$ cat src/load_adaptive_consts.svh
// Constants for the load-adaptive full-step commutation block
`ifndef LOAD_ADAPTIVE_CONSTS_SVH
`define LOAD_ADAPTIVE_CONSTS_SVH
`define VEL_W            20
`define TOFF_W           4
`define TOFF_MIN         4'h2
`define TOFF_CAP         4'h8
`define PW_W             10
`define SENS_W           8
`define LOAD_W           9
`define LOAD_NORMAL_MAX  9'h0FF
`define LOAD_SLIP_MAX    9'h1FF
`define MICROSTEP_POSITION_COUNTER_W          10
`define MICROSTEP_POSITION_COUNTER_QUARTER    10'h100
`define MICROSTEP_POSITION_COUNTER_HALF       10'h200
`define MICROSTEP_POSITION_COUNTER_THREEQ     10'h300
`define FULLSTEP_INC     10'h100
`define OFFTIME_UNIT     8'h20
`define SENS_SHIFT       4
`define PHASE_ACC_W      24
`define STALL_SPAN       12'h7FF
`endif

$ cat src/load_adaptive_pkg.sv
// Types for the load-adaptive full-step commutation block
package load_adaptive_pkg;
  typedef enum logic [1:0] {
    MODE_MICROSTEP,
    MODE_ADAPTIVE,
    MODE_STALLED
  } cmode_t;
endpackage

$ cat src/load_adaptive_fullstep_commutation.sv
// Load-adaptive full-step commutation for one motor axis
`timescale 1ns/10ps
`include "load_adaptive_consts.svh"
module load_adaptive_fullstep_commutation
  import load_adaptive_pkg::*;
(
  // Clock and reset
  input  wire logic                     core_clk,
  input  wire logic                     reset_n,
  // Ramp generator side
  input  wire logic                     internalRamp,
  input  wire logic [`VEL_W-1:0]        rampTargetVelocity,
  input  wire logic [`VEL_W-1:0]        ramp_max_velocity,
  output logic [`VEL_W-1:0]             actual_velocity,
  output logic                          motionFeedback,
  output logic                          rampHold,
  // Configuration
  input  wire logic [`VEL_W-1:0]        adaptive_min_velocity,
  input  wire logic                     silentChopperEnable,
  input  wire logic                     highVelFullstep,
  input  wire logic                     highVelChopper,
  input  wire logic [`TOFF_W-1:0]       offTimeSetting,
  input  wire logic [`PW_W-1:0]         load_ref_pulse_width,
  input  wire logic [`SENS_W-1:0]       adaptive_stall_sensitivity,
  input  wire logic                     stop_on_stall_enable,
  input  wire logic [`VEL_W-1:0]        load_measure_velocity_threshold,
  // Status
  input  wire logic                     stall_stop_event_clear,
  output logic                          stall_stop_event_flag,
  output logic                          stallFlag,
  output logic [`LOAD_W-1:0]            loadValue,
  output logic                          adaptiveActive,
  // Bridge side
  input  wire logic                     coilFeedbackPin,
  input  wire logic                     standardStall,
  output logic [`MICROSTEP_POSITION_COUNTER_W-1:0]           microstep_position_counter,
  output logic                          fullStepMode,
  output logic                          constOffChopper,
  output logic [`TOFF_W-1:0]            effOffTime
);

  // ************************************************************
  // Input synchroniser
  // ************************************************************
  logic fbMeta_r;
  logic fbSync_r;
  logic fbPrev_r;
  always_ff @(posedge core_clk or negedge reset_n) begin
    if (!reset_n) begin
      fbMeta_r <= 1'b0;
      fbSync_r <= 1'b0;
      fbPrev_r <= 1'b0;
    end else begin
      fbMeta_r <= coilFeedbackPin;
      fbSync_r <= fbMeta_r;
      fbPrev_r <= fbSync_r;
    end
  end
  // Rising feedback edge marks the motor completing one full step
  wire fbEdge = fbSync_r & ~fbPrev_r;

  // ************************************************************
  // Mode selection
  // ************************************************************
  cmode_t mode_r;
  cmode_t mode_nxt;
  wire modeAllowed = internalRamp
                   & (adaptive_min_velocity != '0)
                   & ~silentChopperEnable
                   & highVelFullstep & highVelChopper;
  wire aboveMin = rampTargetVelocity > adaptive_min_velocity;
  // Offsets 8..15 behave the same, low values clamp up
  wire [`TOFF_W-1:0] toffClamp =
    (offTimeSetting > `TOFF_CAP) ? `TOFF_CAP :
    (offTimeSetting < `TOFF_MIN) ? `TOFF_MIN : offTimeSetting;

  // ************************************************************
  // Load measurement against reference pulse
  // ************************************************************
  logic [`PW_W:0]   pulseCnt_r;
  logic [`LOAD_W-1:0] load_r;
  logic             blocked_r;
  wire [`PW_W:0] refWidth = {1'b0, load_ref_pulse_width};
  // Higher sensitivity leaves less headroom before a slow pulse is a stall
  wire [`PW_W+1:0] stallReach = {1'b0, pulseCnt_r} +
    ({4'h0, adaptive_stall_sensitivity} << `SENS_SHIFT);
  // Load: 0..255 while pulse within reference, up to 511 when slipping
  wire [`PW_W:0] overRef = (pulseCnt_r > refWidth) ? pulseCnt_r - refWidth : '0;
  // Wide enough for the scaled pulse; a pulse equal to the reference reads 255
  wire [`PW_W+7:0] pulseScaled = {pulseCnt_r[`PW_W-1:0], 8'h00};
  wire [`PW_W+7:0] refDiv = (refWidth == '0) ? 18'h00001 : {7'h00, refWidth};
  wire [`PW_W+7:0] pulseRatio = pulseScaled / refDiv;
  wire [`LOAD_W-1:0] loadCalc =
    (pulseCnt_r < refWidth) ? pulseRatio[`LOAD_W-1:0] :
      ((overRef > 11'h0FF) ? `LOAD_SLIP_MAX :
        `LOAD_W'(`LOAD_NORMAL_MAX + {1'b0, overRef[7:0]}));
  wire pulseOverrun = (stallReach > `STALL_SPAN) &
                      (adaptive_stall_sensitivity != '0);
  always_ff @(posedge core_clk or negedge reset_n) begin
    if (!reset_n) begin
      pulseCnt_r <= '0;
      load_r     <= '0;
      blocked_r  <= 1'b0;
    end else if (mode_r != MODE_ADAPTIVE || fbEdge) begin
      pulseCnt_r <= '0;
      if (fbEdge)
        load_r <= loadCalc;
      blocked_r  <= 1'b0;
    end else begin
      if (pulseCnt_r != '1)
        pulseCnt_r <= pulseCnt_r + 1'b1;
      blocked_r  <= pulseOverrun;
    end
  end
  assign loadValue = load_r;

  // ************************************************************
  // Step rate generation
  // ************************************************************
  logic [`PHASE_ACC_W-1:0] phase_r;
  logic [`PHASE_ACC_W-1:0] minPhase_r;
  logic                    stepPend_r;
  logic                    awaitFb_r;
  // Runs at target or max velocity, never below the floor
  wire [`VEL_W-1:0] capVel = (rampTargetVelocity > ramp_max_velocity) ?
                             ramp_max_velocity : rampTargetVelocity;
  wire [`VEL_W-1:0] stepVel = (capVel < adaptive_min_velocity) ?
                              adaptive_min_velocity : capVel;
  wire [`PHASE_ACC_W:0] phaseSum = {1'b0, phase_r} + {5'b00000, stepVel};
  wire rateTick = phaseSum[`PHASE_ACC_W];
  // Floor clock restarts at each step, so a blocked motor still steps at minimum
  wire [`PHASE_ACC_W:0] minSum = {1'b0, minPhase_r} + {5'b00000, adaptive_min_velocity};
  wire minTick = minSum[`PHASE_ACC_W];
  wire stepReq = stepPend_r | rateTick;
  // Overload slows stepping: a step waits for the motor's own edge
  wire stepNow = (mode_r == MODE_ADAPTIVE) &
                 ((stepReq & (~awaitFb_r | fbEdge)) | minTick);
  wire [`VEL_W-1:0] microVel = rampTargetVelocity;
  wire [`PHASE_ACC_W:0] microSum = {1'b0, phase_r} + {5'b00000, microVel};
  wire microTick = (mode_r == MODE_MICROSTEP) & microSum[`PHASE_ACC_W];

  // ************************************************************
  // Mode state machine
  // ************************************************************
  wire stallEvent = ((mode_r == MODE_ADAPTIVE) & blocked_r) |
                    ((mode_r == MODE_MICROSTEP) & standardStall);
  wire stopHold = stop_on_stall_enable & stall_stop_event_flag;
  always_comb begin
    mode_nxt = mode_r;
    unique case (mode_r)
      MODE_MICROSTEP:
        if (stopHold)
          mode_nxt = MODE_STALLED;
        else if (modeAllowed && aboveMin)
          mode_nxt = MODE_ADAPTIVE;
      MODE_ADAPTIVE:
        if (stop_on_stall_enable && blocked_r)
          mode_nxt = MODE_STALLED;
        else if (!modeAllowed || !aboveMin)
          mode_nxt = MODE_MICROSTEP;
      MODE_STALLED:
        if (!stopHold)
          mode_nxt = MODE_MICROSTEP;
    endcase
  end

  // ************************************************************
  // Position, flags and registered outputs
  // ************************************************************
  logic [`MICROSTEP_POSITION_COUNTER_W-1:0] microstep_position_counter_r;
  logic                evFlag_r;
  logic                stall_r;
  logic [`VEL_W-1:0]   vact_r;
  logic                fb_r;
  logic [`TOFF_W-1:0]  offTime_r;
  wire stallSet = stop_on_stall_enable & stallEvent;
  // Snap to the next full-step point so the quadrant polarity stays clean
  wire [`MICROSTEP_POSITION_COUNTER_W-1:0] fullNext = {microstep_position_counter_r[`MICROSTEP_POSITION_COUNTER_W-1:8], 8'h80} + `FULLSTEP_INC;
  always_ff @(posedge core_clk or negedge reset_n) begin
    if (!reset_n) begin
      mode_r     <= MODE_MICROSTEP;
      microstep_position_counter_r    <= '0;
      phase_r    <= '0;
      minPhase_r <= '0;
      stepPend_r <= 1'b0;
      awaitFb_r  <= 1'b0;
      offTime_r  <= `TOFF_MIN;
      evFlag_r   <= 1'b0;
      stall_r    <= 1'b0;
      vact_r     <= '0;
      fb_r       <= 1'b0;
    end else begin
      mode_r <= mode_nxt;
      offTime_r <= toffClamp;
      if (mode_r == MODE_ADAPTIVE) begin
        phase_r    <= phaseSum[`PHASE_ACC_W-1:0];
        minPhase_r <= stepNow ? '0 : minSum[`PHASE_ACC_W-1:0];
        stepPend_r <= stepReq & ~stepNow;
        // A new step waits for its own edge, so it beats a late old edge
        awaitFb_r  <= stepNow | (awaitFb_r & ~fbEdge);
      end else begin
        phase_r    <= microSum[`PHASE_ACC_W-1:0];
        minPhase_r <= '0;
        stepPend_r <= 1'b0;
        awaitFb_r  <= 1'b0;
      end
      if (stepNow)
        microstep_position_counter_r <= fullNext;
      else if (microTick)
        microstep_position_counter_r <= microstep_position_counter_r + 1'b1;
      // Set wins over a clear in the same cycle
      if (stallSet)
        evFlag_r <= 1'b1;
      else if (stall_stop_event_clear || !stop_on_stall_enable)
        evFlag_r <= 1'b0;
      if (stallEvent)
        stall_r <= 1'b1;
      else if (mode_r == MODE_MICROSTEP && !standardStall)
        stall_r <= 1'b0;
      vact_r <= (mode_nxt == MODE_STALLED) ? '0 : rampTargetVelocity;
      fb_r   <= stepNow;
    end
  end

  assign microstep_position_counter = microstep_position_counter_r;
  assign stall_stop_event_flag      = evFlag_r;
  assign stallFlag                  = stall_r;
  assign actual_velocity            = vact_r;
  assign motionFeedback             = fb_r;
  // Ramp waits while the motor lags; rate drops to what the motor achieves
  assign rampHold        = (mode_r == MODE_ADAPTIVE) & stepPend_r & awaitFb_r;
  assign adaptiveActive  = (mode_r == MODE_ADAPTIVE);
  assign fullStepMode    = (mode_r == MODE_ADAPTIVE);
  assign constOffChopper = (mode_r == MODE_ADAPTIVE);
  assign effOffTime      = offTime_r;
endmodule

$ cat config.mk
export PLATFORM = sky130hd
export DESIGN_NAME = load_adaptive_fullstep_commutation
export DESIGN_NICKNAME = d
export VERILOG_FILES = /design/src/load_adaptive_pkg.sv /design/src/load_adaptive_fullstep_commutation.sv
export VERILOG_INCLUDE_DIRS = /design/src
export SDC_FILE = /design/constraint.sdc
export NUM_CORES = 1
export LEC_CHECK = 0
export ABC_AREA = 1
export BUFFER_PORTS_ARGS = -buffer_cell sky130_fd_sc_hd__buf_2
export CORE_MARGIN = 2
export CORE_UTILIZATION = 30
export CTS_CLUSTER_SIZE = 28
export DETAILED_ROUTE_END_ITERATION = 7
export SKIP_LAST_GASP = 1
export SLEW_MARGIN = 20
export SYNTH_ARGS = -nofsm -noshare
export SYNTH_HDL_FRONTEND = slang
export SYNTH_SLANG_ARGS = --single-unit
export TNS_END_PERCENT = 50
$ cat constraint.sdc
create_clock -name core_clk -period 31.9 [get_ports core_clk]
set_clock_uncertainty 0.2 [all_clocks]
set_input_delay 1.595 -clock core_clk [delete_from_list [all_inputs] [get_ports core_clk]]
set_output_delay 1.595 -clock core_clk [all_outputs]
set_load 0.005 [all_outputs]
==> metrics.txt <==
Fmax=34.5 MHz; std cell rows=87; IO Pins=162; Clock Latency Late Sink=0.43 ns; vias post-DR=16900; final wirelength=48200 um; top-area cell type share of the netlist area=0.200; Vias/cell=4.78; area grow syn2layout=17.0%; vias in the first global route=15900; CP Max Fanout=17; number of buffers created by CTS=17; r2r setup slk=4.23 ns; main combinational cell family by area after synthesis=simple AND/OR/NAND/NOR gates; cell mode on critical path=nand2_1; DRC Markers=0; die area=58700 um^2; Reg2Reg Launch Point=pulseCnt_r[9]; leading area contributor after synthesis=ha_1; mux cell area share after synthesis=0; Tmin final=29.01 ns; Starting Density=0.303; adder-cell share of the synthesized area=0.206; crit-path max cell delay=0.37 ns; RSZ-0062 raised after global routing=no; All-Layer GR Usage=0.164; GRT Residual Overflow=0; DR WL/cell=13.6 um; Post-Synth Simple-Gate Area=0.297; Total Nets Final=3161; initial antenna violation count=0; Hold Path Depth=0; sequential fraction of the synthesis area=0.166; initial DRC count=882; worst slew pin tran=0.824 ns; CTS HTree Levels=4; dpl hpwl=39200 um; setup TNS=0 ns; Max-slew headroom=0.449; Chip Width=242 um; FFs w/ async S/R, synth=1.00; largest net degree at the start of global routing=61; ANT cells=0; Synth Area in Compound Gates=0.171; status=finished, final reports clean; Synth cell types=65; clock tree buffer depth=2; Post-Synth XOR/XNOR Area=0.0607; synthesized area=17000 um^2; synthesized area per cell=6.64 um^2; worst hold path endpoint=fbSync_r; Critical R2R Capture=loadValue[0]; first-pass GRT wire length=79200 um; Slew Limit Fails=0; worst path required time=32.02 ns; GPL Wtd Cong=0.857; slowest library cell on the worst path=a221o_1; CP Class=in2reg; clk root buf=clkbuf_16; clk slew on worst S/H paths=0.06 ns; Final setup viols=0; Area contributors post-synth=ha_1, dfrtp_1, nand2_1; CTS Hold Bufs=0; worst hold path class=reg2reg; Worst setup EP type=flip-flop; Hold Crit Start=fbMeta_r; Critical Path Source Type=input port; CTS tree=done; Reg2Reg Depth=199; final hold viol count=0; register bit count reported by yosys=113; Mapped Cells=2564; Ys Warns=0; Chip Height=242 um; core footprint=56300 um^2; ys flop type=dfrtp_1; synthesized net count=2953; maxcap violations=0; Post-synth EDFFs=0; Critical Path AT=29.14 ns; fin crit share=0.910; layout cells sized above 1=0.145; drt pass-1 iters=5; Final ANT Viol Nets=0; clk sinks=113; PortBufs=141
[repair_timing]
item / 4_1_cts / 5_1_grt
setup buffers: 0 / 9
gates resized for setup: 0 / 50
setup endpoints to repair: 0 / 2
[state kept, by name (all words and copies together), names as in the netlist]
register	flops
actual_velocity	20
awaitFb_r	1
blocked_r	1
effOffTime	4
fbMeta_r	1
fbPrev_r	1
fbSync_r	1
loadValue	9
microstep_position_counter	10
minPhase_r	24
mode_r	2
motionFeedback	1
phase_r	24
pulseCnt_r	11
stallFlag	1
stall_stop_event_flag	1
stepPend_r	1
[metal layers]
metal / part of all wire / global-route usage
met2: 0.45 / 0.277
met5: 0 / 0
met3: 0.036 / 0.0148
met4: 0.020 / 0.0481
met1: 0.49 / 0.222
[per-stage QoR]
step / hold WS, ns / worst slack, ns / instances / instance area (um^2) / utilization
floorplan: 0.131 / 2.16 / 2564 / 17000 / -
global placement: 0.158 / 1.41 / 3497 / 19100 / 0.339
detailed placement: 0.164 / 1.29 / 3497 / 19100 / 0.339
CTS: 0.179 / 1.68 / 3528 / 19700 / 0.350
global route: 0.190 / 0.0202 / 3540 / 19900 / 0.354
finish: 0.182 / 2.89 / 3540 / 19900 / 0.354
[worst max-delay path by stage]
stage,startpoint,end,slack (ns),cells after the start
after global routing,load_ref_pulse_width[9],loadValue[0],0.02,203
after floorplan,load_ref_pulse_width[2],loadValue[0],2.16,199
after detailed placement,load_ref_pulse_width[9],loadValue[0],1.29,197
after CTS,load_ref_pulse_width[9],loadValue[0],1.68,197
after global placement,load_ref_pulse_width[9],loadValue[0],1.41,198
final,load_ref_pulse_width[9],loadValue[0],2.89,204
[critical path, delay by kind of cell]
| family | cells | cell delay (ns) |
|---|---|---|
| AO/OA/AOI/OAI | 58 | 8.54 |
| buffers and inverters | 24 | 2.95 |
| AND/OR/NAND/NOR | 102 | 10.17 |
| XOR/XNOR | 2 | 0.36 |
| adder cells (fa/ha/maj) | 18 | 5.43 |
[final cells by class]
type                       count  area (um^2)
clock buffer                  19          453
clock inverter                12          159
fill                        6068        36300
inverter                     398         1510
multi-input combinational   2010        12600
sequential                   113         2830
tap                          756          946
timing repair buffer         229         1390
timing repair inverter         3         20.0
[cell usage after synthesis, drive strengths merged (14+ instances only)]
cell,instances
nor3,35
o21ai,220
nand4,37
nand2,575
inv,396
a21oi,189
nand3,183
o21bai,27
clkbuf,35
nor4,14
xnor2,47
or2,16
dfrtp,112
nor2,213
ha,272
xor2,71
[cell families (layout without fill, tap and decap cells)]
| kind of cell | after synthesis | after routing |
|---|---|---|
| xor gates and xnor gates | 118 | 118 |
| AOI/OAI and AO/OA | 520 | 520 |
| buffers and inverters | 441 | 661 |
| adders and majority gates | 277 | 277 |
| and+or+nand+nor | 1095 | 1095 |
| DFF | 113 | 113 |
[placed cells by master, fill, tap and decap left out, types with 8 or more instances in the layout]
master      count
a211oi_1       11
a21oi_1       181
a21oi_2         8
a31oi_1        10
buf_2         140
buf_4          86
clkbuf_16      17
clkinvlp_4     10
dfrtp_1       112
ha_1          272
inv_1         377
inv_2          15
nand2_1       544
nand2_2        24
nand3_1       154
nand3_2        22
nand4_1        34
nor2_1        191
nor2_2         11
nor2_4         11
nor3_1         29
nor4_1         14
o21ai_0       183
o21ai_1        35
o21bai_1       25
o221ai_1       11
o22ai_1         8
o31ai_1        10
or2_2          14
xnor2_1        47
xor2_1         71
Power is not shown: default switching activity piles up to over one toggle a cycle in this logic, so the estimate is an artifact.
